--- src/logic/adc_cfg_pkg.sv ---
// register map, field layouts and carriers for the converter
// configuration bank.
// assumes an apb master with 32-bit data and one word per register.
package adc_cfg_pkg;

  // ----------------------------------------------------------------
  // register indices; byte address is four times the index
  // ----------------------------------------------------------------
  localparam logic [5:0] IDX_THERMAL_HI   = 6'h10;
  localparam logic [5:0] IDX_THERMAL_LO   = 6'h11;
  localparam logic [5:0] IDX_LOW_RATE     = 6'h13;
  localparam logic [5:0] IDX_THERMAL_CTRL = 6'h14;
  localparam logic [5:0] IDX_POWER_CTRL   = 6'h15;
  localparam int         ADDR_LSB         = 2;

  // ----------------------------------------------------------------
  // field positions and reset values
  // ----------------------------------------------------------------
  localparam int         THERM_W        = 9;
  localparam int         LO_FIELD_POS   = 4;
  localparam int         CLK_STAT_POS   = 4;
  localparam logic [7:0] LOW_RATE_MASK  = 8'h73;
  localparam logic [7:0] THERM_CTL_MASK = 8'h64;
  localparam logic [7:0] POWER_WR_MASK  = 8'hfd;
  localparam logic [7:0] POWER_RD_MASK  = 8'h6d;
  localparam logic [7:0] REG_RESET      = 8'h00;
  localparam logic [1:0] LOW_RATE_FAST1 = 2'h2;
  localparam logic [1:0] LOW_RATE_FAST2 = 2'h3;
  localparam int         SYNC_STAGES    = 2;

  // ----------------------------------------------------------------
  // carriers
  // ----------------------------------------------------------------
  typedef struct packed {
    logic       rsvd7;
    logic       ref_check_en;
    logic       dc_force_en;
    logic       stats_en;
    logic [1:0] rsvd3_2;
    logic [1:0] low_rate_sel;
  } low_rate_t;

  typedef struct packed {
    logic       rsvd7;
    logic       thermal_convert_en;
    logic       sensor_en;
    logic [1:0] rsvd4_3;
    logic       thermal_readout_en;
    logic [1:0] rsvd1_0;
  } thermal_ctrl_t;

  typedef struct packed {
    logic       chan_a_off;
    logic       chan_b_off;
    logic       chan_c_off;
    logic       chan_d_off;
    logic       standby;
    logic       full_shutdown;
    logic       rsvd1;
    logic       shutdown_pin_role;
  } power_ctrl_t;

  typedef struct packed {
    logic [3:0] chan_off;
    logic       standby;
    logic       full_shutdown;
  } power_state_t;

  typedef enum logic [1:0] {
    ST_IDLE   = 2'b01,
    ST_ACCESS = 2'b10
  } apb_state_t;

endpackage

--- src/logic/adc_power_temp_config_regs.sv ---
// configuration registers for low-rate select, temperature sensor and
// power modes of a quad-channel converter.
// assumes an apb master on pclk; shutdown pin and status lines are
// asynchronous and are synchronised here.
`timescale 1ns/10ps

// Summary of operation
// - conversion runs only while thermal control bit 6 is one.
// - temperature sensor enabled only while thermal control bit 5 is one.
// - bit 2 puts the 9-bit temperature on the read bits.
// - power bits 7..4 power down channels a..d individually.
// - power bit 3 places channels in standby.
// - power bit 2 forces global power-down.
// - bit 0 chooses whether a high pin means power-down or standby.
// - low-rate select sits in bits 1-0 of register 13h.
// - two temperature lsbs at 11h bits 5:4, rest at 10h.
// - temperature readout is two's complement.
module adc_power_temp_config_regs #(
  parameter int ADDR_W = 8
) (
  input  wire logic                 pclk,
  input  wire logic                 presetn,
  input  wire logic                 psel,
  input  wire logic                 penable,
  input  wire logic                 pwrite,
  input  wire logic [ADDR_W-1:0]    paddr,
  input  wire logic [31:0]          pwdata,
  output logic      [31:0]          prdata,
  output logic                      pready,
  output logic                      pslverr,
  input  wire logic                 shutdown_pin,
  input  wire logic [3:0]           ref_status,
  input  wire logic                 clk_missing,
  input  wire logic                 sample_valid,
  input  wire logic [8:0]           sample_code,
  output logic                      sensor_en,
  output logic                      thermal_convert_en,
  output logic [1:0]                low_rate_sel,
  output logic                      ref_check_en,
  output logic                      dc_force_en,
  output logic                      stats_en,
  output adc_cfg_pkg::power_state_t power_state
);

  // ----------------------------------------------------------------
  // declarations
  // ----------------------------------------------------------------
  adc_cfg_pkg::low_rate_t     low_rate;
  adc_cfg_pkg::thermal_ctrl_t therm_ctrl;
  adc_cfg_pkg::power_ctrl_t   power_ctrl;
  adc_cfg_pkg::apb_state_t    state;
  adc_cfg_pkg::apb_state_t    next_state;
  adc_cfg_pkg::power_state_t  next_power;
  logic [8:0]                 thermal_value;
  logic                       pin_sync;
  logic [3:0]                 ref_sync;
  logic                       clk_miss_sync;
  logic                       setup;
  logic                       wr_stb;
  logic                       mapped;
  logic [7:0]                 next_rdata;
  logic [7:0]                 hi_therm;
  logic [7:0]                 hi_status;
  logic [7:0]                 lo_byte;
  logic [7:0]                 wbyte;

  // ----------------------------------------------------------------
  // helpers
  // ----------------------------------------------------------------
  function automatic logic hit(input logic [ADDR_W-1:0] a,
                               input logic [5:0] idx);
    hit = (a[ADDR_W-1:adc_cfg_pkg::ADDR_LSB] ==
           (ADDR_W-adc_cfg_pkg::ADDR_LSB)'(idx)) &&
          (a[adc_cfg_pkg::ADDR_LSB-1:0] == '0);
  endfunction

  // ----------------------------------------------------------------
  // input synchronisers
  // ----------------------------------------------------------------
  bit_sync #(
    .WIDTH (6)
  ) u_sync (
    .pclk     (pclk),
    .presetn  (presetn),
    .async_in ({shutdown_pin, clk_missing, ref_status}),
    .sync_out ({pin_sync, clk_miss_sync, ref_sync})
  );

  // ----------------------------------------------------------------
  // temperature capture
  // ----------------------------------------------------------------
  thermal_hold #(
    .WIDTH (adc_cfg_pkg::THERM_W)
  ) u_therm (
    .pclk          (pclk),
    .presetn       (presetn),
    .sensor_en     (therm_ctrl.sensor_en),
    .convert_en    (therm_ctrl.thermal_convert_en),
    .sample_valid  (sample_valid),
    .sample_code   (sample_code),
    .thermal_value (thermal_value)
  );

  // ----------------------------------------------------------------
  // apb sequencing
  // ----------------------------------------------------------------
  // one access cycle, no wait states
  assign setup  = psel && !penable;
  assign wr_stb = psel && penable && pready && pwrite;
  assign wbyte  = pwdata[7:0];

  always_comb begin
    next_state = state;
    case (state)
      adc_cfg_pkg::ST_IDLE: begin
        if (setup) begin
          next_state = adc_cfg_pkg::ST_ACCESS;
        end
      end
      adc_cfg_pkg::ST_ACCESS: begin
        next_state = adc_cfg_pkg::ST_IDLE;
      end
      default: begin
        next_state = adc_cfg_pkg::ST_IDLE;
      end
    endcase
  end

  always_ff @(posedge pclk or negedge presetn) begin
    if (!presetn) begin
      state <= adc_cfg_pkg::ST_IDLE;
    end else begin
      state <= next_state;
    end
  end

  always_ff @(posedge pclk or negedge presetn) begin
    if (!presetn) begin
      pready <= 1'b0;
    end else begin
      pready <= (next_state == adc_cfg_pkg::ST_ACCESS);
    end
  end

  // ----------------------------------------------------------------
  // address decode
  // ----------------------------------------------------------------
  assign mapped = hit(paddr, adc_cfg_pkg::IDX_THERMAL_HI)   ||
                  hit(paddr, adc_cfg_pkg::IDX_THERMAL_LO)   ||
                  hit(paddr, adc_cfg_pkg::IDX_LOW_RATE)     ||
                  hit(paddr, adc_cfg_pkg::IDX_THERMAL_CTRL) ||
                  hit(paddr, adc_cfg_pkg::IDX_POWER_CTRL);

  always_ff @(posedge pclk or negedge presetn) begin
    if (!presetn) begin
      pslverr <= 1'b0;
    end else if (setup) begin
      pslverr <= !mapped;
    end else if (pready) begin
      pslverr <= 1'b0;
    end
  end

  // ----------------------------------------------------------------
  // control registers
  // ----------------------------------------------------------------
  // must-write-zero bits are not stored and read back zero
  always_ff @(posedge pclk or negedge presetn) begin
    if (!presetn) begin
      low_rate <= adc_cfg_pkg::REG_RESET;
    end else if (wr_stb && hit(paddr, adc_cfg_pkg::IDX_LOW_RATE)) begin
      low_rate <= wbyte & adc_cfg_pkg::LOW_RATE_MASK;
    end
  end

  // sensor-before-convert order is left to software; no interlock
  always_ff @(posedge pclk or negedge presetn) begin
    if (!presetn) begin
      therm_ctrl <= adc_cfg_pkg::REG_RESET;
    end else if (wr_stb &&
                 hit(paddr, adc_cfg_pkg::IDX_THERMAL_CTRL)) begin
      therm_ctrl <= wbyte & adc_cfg_pkg::THERM_CTL_MASK;
    end
  end

  always_ff @(posedge pclk or negedge presetn) begin
    if (!presetn) begin
      power_ctrl <= adc_cfg_pkg::REG_RESET;
    end else if (wr_stb && hit(paddr, adc_cfg_pkg::IDX_POWER_CTRL)) begin
      power_ctrl <= wbyte & adc_cfg_pkg::POWER_WR_MASK;
    end
  end

  // ----------------------------------------------------------------
  // read path
  // ----------------------------------------------------------------
  // status byte when temperature readout is off
  always_comb begin
    hi_status = '0;
    if (low_rate.ref_check_en) begin
      hi_status[7] = ref_sync[1];
      hi_status[6] = ref_sync[3];
      hi_status[5] = ref_sync[0];
      hi_status[0] = ref_sync[2];
    end
    hi_status[adc_cfg_pkg::CLK_STAT_POS] = clk_miss_sync;
  end

  // upper seven temperature bits scattered around the clock flag
  always_comb begin
    hi_therm    = hi_status;
    hi_therm[5] = thermal_value[2];
    hi_therm[6] = thermal_value[3];
    hi_therm[7] = thermal_value[4];
    hi_therm[0] = thermal_value[5];
    hi_therm[3:1] = thermal_value[8:6];
  end

  always_comb begin
    lo_byte = '0;
    if (therm_ctrl.thermal_readout_en) begin
      lo_byte[adc_cfg_pkg::LO_FIELD_POS +: 2] = thermal_value[1:0];
    end
  end

  always_comb begin
    next_rdata = '0;
    if (hit(paddr, adc_cfg_pkg::IDX_THERMAL_HI)) begin
      next_rdata = therm_ctrl.thermal_readout_en ? hi_therm : hi_status;
    end else if (hit(paddr, adc_cfg_pkg::IDX_THERMAL_LO)) begin
      next_rdata = lo_byte;
    end else if (hit(paddr, adc_cfg_pkg::IDX_LOW_RATE)) begin
      next_rdata = low_rate;
    end else if (hit(paddr, adc_cfg_pkg::IDX_THERMAL_CTRL)) begin
      next_rdata = therm_ctrl;
    end else if (hit(paddr, adc_cfg_pkg::IDX_POWER_CTRL)) begin
      // channel a and d bits are write-only
      next_rdata = power_ctrl & adc_cfg_pkg::POWER_RD_MASK;
    end
  end

  // sampled in setup so it is steady through the access cycle
  always_ff @(posedge pclk or negedge presetn) begin
    if (!presetn) begin
      prdata <= '0;
    end else if (setup && !pwrite) begin
      prdata <= {24'h000000, next_rdata};
    end
  end

  // ----------------------------------------------------------------
  // power outputs
  // ----------------------------------------------------------------
  always_comb begin
    next_power.chan_off = {power_ctrl.chan_a_off,
                           power_ctrl.chan_b_off,
                           power_ctrl.chan_c_off,
                           power_ctrl.chan_d_off};
    next_power.standby = power_ctrl.standby ||
                         (pin_sync && power_ctrl.shutdown_pin_role);
    next_power.full_shutdown = power_ctrl.full_shutdown ||
                         (pin_sync && !power_ctrl.shutdown_pin_role);
  end

  always_ff @(posedge pclk or negedge presetn) begin
    if (!presetn) begin
      power_state <= '0;
    end else begin
      power_state <= next_power;
    end
  end

  // ----------------------------------------------------------------
  // sensor and serializer outputs
  // ----------------------------------------------------------------
  always_ff @(posedge pclk or negedge presetn) begin
    if (!presetn) begin
      sensor_en          <= 1'b0;
      thermal_convert_en <= 1'b0;
    end else begin
      sensor_en          <= therm_ctrl.sensor_en;
      thermal_convert_en <= therm_ctrl.thermal_convert_en;
    end
  end

  // value choice by sample rate is software's job; no range check
  always_ff @(posedge pclk or negedge presetn) begin
    if (!presetn) begin
      low_rate_sel <= '0;
      ref_check_en <= 1'b0;
      dc_force_en  <= 1'b0;
      stats_en     <= 1'b0;
    end else begin
      low_rate_sel <= low_rate.low_rate_sel;
      ref_check_en <= low_rate.ref_check_en;
      dc_force_en  <= low_rate.dc_force_en;
      stats_en     <= low_rate.stats_en;
    end
  end

endmodule

--- src/logic/bit_sync.sv ---
// two-flop synchroniser, one chain per bit.
// assumes inputs are static levels from outside the pclk domain.
`timescale 1ns/10ps
module bit_sync #(
  parameter int WIDTH = 1
) (
  input  wire logic             pclk,
  input  wire logic             presetn,
  input  wire logic [WIDTH-1:0] async_in,
  output logic      [WIDTH-1:0] sync_out
);

  // ----------------------------------------------------------------
  // chains
  // ----------------------------------------------------------------
  genvar i;
  generate
    for (i = 0; i < WIDTH; i++) begin : g_chain
      logic meta;
      always_ff @(posedge pclk or negedge presetn) begin
        if (!presetn) begin
          meta        <= 1'b0;
          sync_out[i] <= 1'b0;
        end else begin
          meta        <= async_in[i];
          sync_out[i] <= meta;
        end
      end
    end
  endgenerate

endmodule

--- src/logic/thermal_hold.sv ---
// holds the last converted temperature word.
// assumes the sensor front end offers a two's complement code with a
// one-cycle valid on pclk.
`timescale 1ns/10ps
module thermal_hold #(
  parameter int WIDTH = 9
) (
  input  wire logic             pclk,
  input  wire logic             presetn,
  input  wire logic             sensor_en,
  input  wire logic             convert_en,
  input  wire logic             sample_valid,
  input  wire logic [WIDTH-1:0] sample_code,
  output logic      [WIDTH-1:0] thermal_value
);

  // ----------------------------------------------------------------
  // capture
  // ----------------------------------------------------------------
  // code passed through unchanged: already signed
  always_ff @(posedge pclk or negedge presetn) begin
    if (!presetn) begin
      thermal_value <= '0;
    end else if (sensor_en && convert_en && sample_valid) begin
      thermal_value <= sample_code;
    end
  end

endmodule

--- config.mk ---
export PLATFORM = sky130hd
export DESIGN_NAME = adc_power_temp_config_regs
export DESIGN_NICKNAME = d
export VERILOG_FILES = /design/src/logic/adc_cfg_pkg.sv /design/src/logic/adc_power_temp_config_regs.sv /design/src/logic/bit_sync.sv /design/src/logic/thermal_hold.sv
export SDC_FILE = /design/constraint.sdc
export NUM_CORES = 1
export LEC_CHECK = 0
export BUFFER_PORTS_ARGS = -buffer_cell sky130_fd_sc_hd__buf_2
export CAP_MARGIN = 0
export CORE_MARGIN = 1
export CORE_UTILIZATION = 51
export DETAILED_ROUTE_END_ITERATION = 12
export PLACE_DENSITY = 0.85
export SKIP_CTS_REPAIR_TIMING = 1
export SYNTH_ARGS = -nofsm -noshare
export SYNTH_HDL_FRONTEND = slang
export SYNTH_SLANG_ARGS = --single-unit
--- constraint.sdc ---
create_clock -name pclk -period 3.11 [get_ports pclk]
set_input_delay 0.622 -clock pclk [delete_from_list [all_inputs] [get_ports pclk]]
set_output_delay 0.622 -clock pclk [all_outputs]
set_load 0.05 [all_outputs]
# Yosys cells after proc, flatten, opt, wreduce, memory -nomap -nowiden
# Cells that the tools add are included.
[totals] wordCells=89 reg_bits=61
[classes] muxes=13 reduce_logical=29 n_eq_ne=7
[op_table] op="6-bit by 5-bit == test with 1-bit output, second input constant" n=5
[op_table] op="7-bit 2-to-1 mux" n=4
[op_table] op="1-bit logical AND" n=17
[op_table] op="8-bit 2-to-1 mux" n=2
[op_table] op="1-bit logical OR" n=6
[op_table] op="2-bit 2-to-1 mux" n=3
[op_table] op="1-bit zero test" n=4
[op_table] op="1-bit 2-to-1 mux" n=3
[op_table] op="3-bit 2-to-1 mux" n=1
[op_table] op="2-bit by 1-bit == test with 1-bit output, second input constant" n=1
[op_table] op="2-bit == test, second input constant" n=1
[op_table] op="2-bit zero test" n=1
[op_table] op="2-bit nonzero test" n=1

# Depth between registers and ports, before layout
# Gate-level depths: netlist of run 1.
[depth] word_depth=8 ltp_mapped=5 depth_no_buf=4

# Modules after synthesis
# Synthesis of run 1 repeated with hierarchy kept, for this count alone.
[unflattened] hier_cells=196 hier_area_um2=2557.5
[by_module_without_submodules] mod="adc_power_temp_config_regs" area_each_um2=1913.1 seq_area_each_um2=1002.2 cells_each=165 instances=1
[by_module_without_submodules] mod="thermal_hold" area_each_um2=344.1 seq_area_each_um2=225.2 cells_each=19 instances=1
[by_module_without_submodules] mod="bit_sync" area_each_um2=300.3 seq_area_each_um2=300.3 cells_each=12 instances=1

# Worst setup path before layout of run 1
# Ideal clock, no wire load.
[synth_timing] kind="input to register" start="input port paddr[7]" end="register low_rate[0] (netlist bit)" setup_ps=125 required_time_ps=2985 path_slack_ps=835 arrival_time_ps=2150 cell_stages=4 cell_sequence="or4b_4 or2_4 nor4_4 mux2_2"
[synth_between] elab_chain_cells=3
[synth_lines] item="start: declaration" line_no="adc_power_temp_config_regs.sv:26" text="input wire logic [ADDR_W-1:0] paddr,"
[synth_lines] item="6-bit by 5-bit == test with 1-bit output" line_no="adc_power_temp_config_regs.sv:72" text="hit = (a[ADDR_W-1:adc_cfg_pkg::ADDR_LSB] =="
[synth_lines] item="1-bit logical AND" line_no="adc_power_temp_config_regs.sv:73" text="(ADDR_W-adc_cfg_pkg::ADDR_LSB)'(idx)) &&"
[synth_lines] item="1-bit logical AND" line_no="adc_power_temp_config_regs.sv:171" text="end else if (wr_stb && hit(paddr, adc_cfg_pkg::IDX_LOW_RATE)) begin"
[synth_lines] item="end signal: assignment" line_no="adc_power_temp_config_regs.sv:170" text="low_rate <= adc_cfg_pkg::REG_RESET;"
[synth_lines] item="end signal: assignment" line_no="adc_power_temp_config_regs.sv:172" text="low_rate <= wbyte & adc_cfg_pkg::LOW_RATE_MASK;"
[synth_lines] item="end: declaration" line_no="adc_power_temp_config_regs.sv:48" text="adc_cfg_pkg::low_rate_t low_rate;"
# Every way passes these cells.
# A chain may end at the register's enable or synchronous reset.

# Worst setup path after layout of run 1
[layout_timing] start="input port paddr[7]" end="register low_rate[4] (netlist bit)"
# The elaborated chain is that of the path after synthesis.

==> results of run 1 <==
-- flip-flops by register name, summed over array words and instances (netlist names) --
name / count
dc_force_en: 1
next_power: 4
power_state: 6
low_rate: 5
pready: 1
prdata: 8
stats_en: 1
u_therm.thermal_value: 9
power_ctrl: 3
sensor_en: 1
therm_ctrl: 3
low_rate_sel: 2
thermal_convert_en: 1
u_sync.sync_out: 6
state: 2
u_sync.g_chain.meta: 6
pslverr: 1
ref_check_en: 1
-- placed cells by master (no fill, tap or decap), drive strengths merged, types with 2 or more instances in the layout --
cell    count
buf        62
dfrtp      60
mux2       24
conb       24
nand2      15
clkbuf     12
inv         8
o21ai       7
nor2        6
nand3       5
a21oi       5
nor2b       4
a31oi       4
nand2b      4
a32oi       3
and3b       2
a21o        2
and3        2
a22o        2
mux2i       2
nand3b      2
o41ai       2
clkinv      2
nor4        2
-- routing by layer --
layer | vias to the layer above | GRT usage | share of wire
li1 | 791 | - | -
met4 | 0 | 0.124 | 0.028
met5 | - | 0 | 0
met2 | 74 | 0.286 | 0.48
met1 | 801 | 0.254 | 0.44
met3 | 12 | 0.0569 | 0.058
-- cell families (layout without fill, tap and decap cells) --
group,count (synthesis),after routing,synth area share
compound gates,29,29,0.0759
buf+inv,38,86,0.0928
flops,61,61,0.606
mux,26,26,0.115
other cells,1,24,0.00149
simple gates,47,47,0.109
-- power groups by stage --
stage	sequential [W]	combinational, W	clock (W)
final	0.000817	0.000165	0.000676
after global routing	0.000818	0.000177	0.000721
after CTS	0.000817	0.000166	0.000687
after detailed placement	0.000832	0.000165	0
after global placement	0.000831	0.000163	0
after floorplan	0.000851	0.000113	0
-- through the flow --
stage	hold slack [ps]	instance area, um^2	instances	total power [W]
3_5_place_dp	339	2810	324	0.000997
4_1_cts	353	3000	340	0.00167
5_1_grt	368	3000	340	0.00172
2_1_floorplan	326	2610	225	0.000965
6_report	350	3000	340	0.00166
3_3_place_gp	333	2810	324	0.000993
-- synthesized netlist by cell type (2+ instances only) --
master,count
dfrtp_1,60
buf_4,24
mux2_2,24
nand2_1,15
inv_1,8
o21ai_0,7
nor2_1,6
a21oi_1,5
clkbuf_1,5
nand3_1,5
a31oi_1,4
nand2b_1,4
nor2b_1,4
a32oi_1,3
a21o_1,2
a22o_1,2
and3_1,2
and3b_1,2
mux2i_1,2
nand3b_1,2
o41ai_1,2
-- worst register-to-register path: stages (launching register included) --
cell     delay, ps
dfrtp_1        370
nand4_1        200
nor2_1         180
and3_1         400
mux2_2         390
-- cell type report --
class | count | share of cell area
clock buffer | 12 | 0.0484
clock inverter | 4 | 0.0159
inverter | 8 | 0.0100
multi-input combinational | 126 | 0.282
sequential | 61 | 0.509
tap | 67 | 0.0280
timing repair buffer | 62 | 0.106
-- worst max-delay path by stage --
| stage | start | endpoint | slack (ps) | depth (start not counted) |
|---|---|---|---|---|
| floorplan | paddr[7] | low_rate[0]$_DFFE_PN0P_ | 830 | 4 |
| global placement | paddr[7] | low_rate[0]$_DFFE_PN0P_ | 590 | 5 |
| detailed placement | paddr[7] | low_rate[4]$_DFFE_PN0P_ | 530 | 5 |
| CTS | paddr[7] | low_rate[4]$_DFFE_PN0P_ | 890 | 5 |
| global route | paddr[7] | low_rate[4]$_DFFE_PN0P_ | 820 | 5 |
| finish | paddr[7] | low_rate[4]$_DFFE_PN0P_ | 910 | 5 |
==> metrics, run 1 <==
outcome completed; P_leak 1.57 nW; Pre-antenna DRT Iters 4; H-tree level count 3; largest net degree at the start of global routing 40; WS Path Type input port to flop; post-synth top area share 0.595; average wire per standard cell 13.4 um; CP Max Fanout 5; Max IR drop VDD 0.000334 V; antenna-violating nets left 0; R2R depth 4; vias in the first global route 1519; Worst Tran Pin Value 832 ps; Slew HR 0.446; ranking of synthesized cells by area dfrtp_1 60%, mux2_2 11%, buf_4 7.1%; layout cells sized above 1 0.385; Yosys reg bits 61; startpoint types input port; syn avg cell area 12.5 um^2; Die W 72.3 um; Reg2Reg Setup Slack 1460 ps; WHS Path Cells 0; Final Core Density 0.631; Crit path largest cell delay 560 ps; Clock Sinks 61; area of the multi-input gates 847 um^2; GPL Wtd Cong 0.828; nets 329; Mapped Area 2520 um^2; Root Buffer clkbuf_8; # DRC 0; clock period minus worst slack 2200 ps; Yosys top cell by area dfrtp_1; die height 72.3 um; cell family with most CP delay simple AND/OR/NAND/NOR gates; Worst Slack Setup Final 906 ps; Final Cycle Share 0.709; Num CTS Buffers 9; initial antenna violation count 0; initial DRC count 76; worst skew pair latency 330 ps; RSZ-0062 raised after global routing false; Int Pwr 0.00123 W; Seq/Total Area, Yosys 0.606; DP Wirelength 3450 um; Max Buffers Root-to-Sink 2; Total Routing Usage GR 0.195; Clock Skews 5.19 ps; YS warnings 0; CP Capture Type flop; final hold viol count 0; Synth Flop Type dfrtp_1; Post-Place Worst Slack 533 ps; CTS clk-pin slew, worst paths 60 ps; Cell Chain, Critical Path buf_2 -> or4b_4 -> or2_4 -> nor4_4 -> mux2_2; Setup TNS 0 ps; Crit path required time 3320 ps; max cap viols 0; Initial Util 0.531; Hold Path Origin u_sync.g_chain[0].meta$_DFF_PN0_; hold endpoint u_sync.sync_out[0]$_DFF_PN0_; Sw Share 0.256; power per cell area 553 nW/um^2; Final Max Slew Viols 0; power share of the combinational group 0.099; Worst path slowest cell or4b_4; CTS tree built; Synth-to-Final Area Change 18.9%; Synth cell types 35; Post-synth EDFFs 0; Max Freq 0.454 GHz; Port-buffer cells 59; Worst EP arrival 2420 ps; DR vias/cell 4.94; IO Pins 108; DR vias 1678; WP buf/inv 1; ys async rst share 1.00; Reg-to-Reg Start pready$_DFF_PN0_; Seq. cell area 1530 um^2; fillcell total 393; Cells after Synth 202; Seq pwr share 0.493; core area 4750 um^2; total gr overflow 0; Setup-failing EPs final 0; net switching power 0.000425 W; Core Rows 25; Ant. Diodes 0; wire length of the first global-routing pass 7300 um; Clock Power Share 0.408; die area 5230 um^2; HP Class flop to flop; FF-to-FF End power_ctrl[3]$_DFFE_PN0P_; final WL 4550 um
Power figures use the tool's default switching activity.
==> run 2: changes to the inputs <==
--- a/config.mk
+++ b/config.mk
@@ -8,9 +8,9 @@
 export BUFFER_PORTS_ARGS = -buffer_cell sky130_fd_sc_hd__buf_2
 export CAP_MARGIN = 0
 export CORE_MARGIN = 1
-export CORE_UTILIZATION = 51
+export CORE_UTILIZATION = 47
 export DETAILED_ROUTE_END_ITERATION = 12
-export PLACE_DENSITY = 0.85
+export PLACE_DENSITY = 0.79
 export SKIP_CTS_REPAIR_TIMING = 1
 export SYNTH_ARGS = -nofsm -noshare
 export SYNTH_HDL_FRONTEND = slang
==> constraint.sdc (replaced) <==
create_clock -name pclk -period 2.07 [get_ports pclk]
set_input_delay 0.414 -clock pclk [delete_from_list [all_inputs] [get_ports pclk]]
set_output_delay 0.414 -clock pclk [all_outputs]
set_load 0.05 [all_outputs]
==> run 2 against run 1 <==
Sequential power grew 51%; cell count grew 1.8%; non-clock buffer count up 4; design area up 2.0%; worst setup slack worse by 710 ps; combinational power rose by 52%; highest routed layer unchanged.
==> metrics, run 2 (synthesized netlist as in run 1, its figures left out) <==
largest net degree at the start of global routing 40; die height 75.3 um; top layer in use met4; vias in the first global route 1530; DR vias 1673; DP Wirelength 3510 um; most common cell after layout, fill and taps aside dfrtp_1; Biggest register u_therm.thermal_value; Synth-to-Final Area Change 21.2%; top flop regs u_therm.thermal_value: 9 flops, prdata: 8 flops; Worst Slack Setup Final 200 ps; nets 333; clock period minus worst slack 1870 ps; R2R depth 5; Reg-to-Reg Start pready$_DFF_PN0_; Final Cycle Share 0.904; placed cells 331; Cell Chain, Critical Path buf_2 -> or4b_4 -> or2_4 -> nor4_4 -> buf_4 -> mux2_2; Pre-antenna DRT Iters 4; H-tree level count 3; initial antenna violation count 0; outcome completed; Setup-failing EPs final 0; IO Pins 108; power per cell area 820 nW/um^2; Ant. Diodes 0; P_leak 1.60 nW; Clock Sinks 61; Crit path required time 2290 ps; startpoint types input port; CP Capture Type flop; Worst path slowest cell or4b_4; layout cells sized above 1 0.388; design area 3060 um^2; Slew HR 0.630; # DRC 0; post-route insts no fill 346; total gr overflow 0; final WL 4760 um; Core Rows 26; Max Freq 0.535 GHz; Worst EP arrival 2090 ps; average wire per standard cell 13.7 um; RSZ-0062 raised after global routing false; Initial Util 0.491; CTS clk-pin slew, worst paths 60 ps; Max IR drop VDD 0.000507 V; core area 5140 um^2; Met1 Wirelength 2040 um; Crit path largest cell delay 560 ps; placed cell areas 2870 um^2; max cap viols 0; Total Routing Usage GR 0.187; die area 5660 um^2; FF-to-FF End power_ctrl[3]$_DFFE_PN0P_; Num CTS Buffers 9; initial DRC count 95; HP Class input port to async pin; DR vias/cell 4.84; worst skew pair latency 330 ps; CTS tree built; worst hold slack 66.5 ps; Reg2Reg Setup Slack 520 ps; Final Max Slew Viols 0; antenna-violating nets left 0; max reg flops 9; Post-Place Worst Slack -156 ps; Clock Skews 6.31 ps; total power 0.00251 W; Port-buffer cells 59; Die W 75.3 um; WS Path Type input port to flop; Worst Tran Pin Value 555 ps; commonest non-fill, non-tap cells in the layout 60 x dfrtp_1, 59 x buf_2, 24 x mux2_2, 24 x conb_1, 15 x nand2_1; wire length of the first global-routing pass 7310 um; final hold viol count 0; Root Buffer clkbuf_8; GPL Wtd Cong 0.788; fillcell total 428; CP Max Fanout 5; Met3 Wirelength 282 um; met2 WL post-DR 2270 um; Max Buffers Root-to-Sink 2
==> run 2: per-stage QoR <==
step | TNS, ps | util
6_report | 0 | 0.595
5_1_grt | 0 | 0.595
4_1_cts | 0 | 0.595
3_5_place_dp | -734 | 0.557
3_3_place_gp | -675 | 0.557
2_1_floorplan | 0 | -
==> run 2: area by class of cell <==
cell class	instances	area (um^2)	area share
Clock buffer	14	163	0.0532
Clock inverter	1	30.0	0.00982
Inverter	8	30.0	0.00982
Multi-Input combinational cell	126	847	0.277
Sequential cell	61	1530	0.500
Tap cell	70	87.6	0.0286
Timing Repair Buffer	66	373	0.122
==> run 2: power by group <==
| group | switching, W | leakage [nW] | total, W | internal, W |
|---|---|---|---|---|
| sequential | 0.0000108 | 0.812 | 0.00123 | 0.00122 |
| combinational | 0.000198 | 0.687 | 0.000251 | 0.0000538 |
| clock | 0.000412 | 0.0968 | 0.00103 | 0.000617 |
==> run 2: worst max path at each step <==
stage                   from                      end  slack [ps]  cells after the start
CTS                 paddr[7]  low_rate[4]$_DFFE_PN0P_         200                      6
global placement    paddr[7]  low_rate[5]$_DFFE_PN0P_        -140                      6
global route        paddr[7]  low_rate[1]$_DFFE_PN0P_         170                      6
floorplan           paddr[7]  low_rate[0]$_DFFE_PN0P_           3                      4
finish              paddr[7]  low_rate[4]$_DFFE_PN0P_         200                      6
detailed placement  paddr[7]  low_rate[4]$_DFFE_PN0P_        -160                      6
==> run 2: worst max-delay path, delay by kind of cell <==
| family | cells | cell delay [ps] |
|---|---|---|
| AND/OR/NAND/NOR | 3 | 1060 |
| multiplexers | 1 | 340 |
| buffers and inverters | 2 | 280 |
==> run 2: layer usage <==
metal | track usage | vias up
li1 | - | 797
met1 | 0.233 | 787
met2 | 0.280 | 70
met3 | 0.0549 | 19
met4 | 0.130 | 0
met5 | 0 | -
==> run 3: changes to the inputs <==
--- a/config.mk
+++ b/config.mk
@@ -8,9 +8,10 @@
 export BUFFER_PORTS_ARGS = -buffer_cell sky130_fd_sc_hd__buf_2
 export CAP_MARGIN = 0
 export CORE_MARGIN = 1
-export CORE_UTILIZATION = 47
+export CORE_UTILIZATION = 49
+export CTS_BUF_LIST = sky130_fd_sc_hd__clkbuf_4 sky130_fd_sc_hd__clkbuf_8
 export DETAILED_ROUTE_END_ITERATION = 12
-export PLACE_DENSITY = 0.79
+export PLACE_DENSITY = 0.82
 export SKIP_CTS_REPAIR_TIMING = 1
 export SYNTH_ARGS = -nofsm -noshare
 export SYNTH_HDL_FRONTEND = slang
==> run 3 against run 2 <==
Cell count stayed put; first-iteration DRC count down 43%; register-to-register slack is essentially flat; critical path type unchanged; highest routed layer unchanged.
==> metrics, run 3 (synthesized netlist as in run 1, its figures left out) <==
outcome completed; GPL Wtd Cong 0.861; worst skew pair latency 340 ps; Synth-to-Final Area Change 22.0%; Ant. Diodes 0; Die W 73.8 um; initial DRC count 54; clock period minus worst slack 1900 ps; Root Buffer clkbuf_8; antenna-violating nets left 0; fillcell total 385; commonest non-fill, non-tap cells in the layout 60 x dfrtp_1, 59 x buf_2, 24 x mux2_2, 24 x conb_1, 15 x nand2_1; power per cell area 817 nW/um^2; die height 73.8 um; Num CTS Buffers 9; most common cell after layout, fill and taps aside dfrtp_1; Final Cycle Share 0.916; H-tree level count 3; DR vias/cell 4.88; vias in the first global route 1668; total gr overflow 0; Post-Place Worst Slack -171 ps; HP Class input port to async pin; startpoint types input port; Clock Skews 4.15 ps; CTS clk-pin slew, worst paths 60 ps; average wire per standard cell 13.4 um; initial antenna violation count 0; design area 3080 um^2; Core Rows 25; placed cell areas 2880 um^2; IO Pins 108; Port-buffer cells 59; wire length of the first global-routing pass 7610 um; Clock Power Share 0.411; final WL 4630 um; Sw Share 0.251; power share of the combinational group 0.100; area of the multi-input gates 847 um^2; largest net degree at the start of global routing 35; top layer in use met4; Met3 Wirelength 284 um; Seq pwr share 0.489; # DRC 0; Crit path required time 2290 ps; Critical Path Source paddr[7]; final hold viol count 0; Final Max Slew Viols 0; Initial Util 0.520; top flop regs u_therm.thermal_value: 9 flops, prdata: 8 flops; net switching power 0.000630 W; layout cells sized above 1 0.405; Reg-to-Reg Start pready$_DFF_PN0_; Seq. cell area 1530 um^2; Worst EP arrival 2120 ps; Setup-failing EPs final 0; Max Buffers Root-to-Sink 2; max cap viols 0; nets 335; Max IR drop VDD 0.000441 V; DP Wirelength 3450 um; Int Pwr 0.00188 W; Worst Tran Pin Value 617 ps; Max Freq 0.528 GHz; met2 WL post-DR 2140 um; Met1 Wirelength 2030 um; CTS tree built; Worst Slack Setup Final 174 ps; DR vias 1689; Pre-antenna DRT Iters 4; die area 5440 um^2; WS Path Type input port to flop; Slew HR 0.589; CP Capture Type flop; Total Routing Usage GR 0.201; max reg flops 9; RSZ-0062 raised after global routing false; CP Max Fanout 4; core area 4850 um^2; Biggest register u_therm.thermal_value; P_leak 1.61 nW; Clock Sinks 61
-- run 3: per-layer routing --
metal / GRT usage / vias up
li1: - / 794
met1: 0.246 / 802
met2: 0.297 / 77
met3: 0.0672 / 16
met4: 0.147 / 0
met5: 0 / -
-- run 3: final timing paths --
| kind | to | slack (ps) | cells after the start |
|---|---|---|---|
| max reg2reg | next_power[3]$_DFFE_PN0P_ | 510 | 5 |
| min in group pclk | u_sync.g_chain[2].meta$_DFF_PN0_ | 180 | 1 |
| max in group asynchronous | low_rate[0]$_DFFE_PN0P_ | 1400 | 2 |
| max | low_rate[0]$_DFFE_PN0P_ | 170 | 6 |
| min reg2reg | u_sync.sync_out[2]$_DFF_PN0_ | 350 | 0 |
| min | u_therm.thermal_value[2]$_DFFE_PN0P_ | 90 | 1 |
-- run 3: per-stage QoR --
| step | power (W) | utilization | cells | TNS, ps | hold slack [ps] |
|---|---|---|---|---|---|
| floorplan | 0.00145 | - | 225 | 0 | 118 |
| CTS | 0.00254 | 0.635 | 346 | 0 | 94.5 |
| detailed placement | 0.00150 | 0.593 | 330 | -1290 | 337 |
| global route | 0.00262 | 0.635 | 346 | 0 | 135 |
| global placement | 0.00150 | 0.593 | 330 | -994 | 333 |
| finish | 0.00251 | 0.635 | 346 | 0 | 89.6 |
-- run 3: critical path: stages --
cell    delay, ps
buf_2         100
or4b_4        540
or2_4         260
nor4_4        280
buf_4         190
mux2_2        330
-- run 3: power groups by stage --
| stage | Combinational, W | Sequential, W | Clock [W] |
|---|---|---|---|
| after global placement | 0.000249 | 0.00125 | 0 |
| after global routing | 0.000273 | 0.00123 | 0.00112 |
| final | 0.000252 | 0.00123 | 0.00103 |
| after CTS | 0.000252 | 0.00123 | 0.00106 |
| after floorplan | 0.000170 | 0.00128 | 0 |
| after detailed placement | 0.000252 | 0.00125 | 0 |
-- run 3: cell type report --
type | instances | share of cell area
inverter | 8 | 0.00976
timing repair buffer | 68 | 0.126
multi-input combinational | 126 | 0.275
tap | 67 | 0.0272
clock buffer | 12 | 0.0496
clock inverter | 4 | 0.0155
sequential | 61 | 0.497
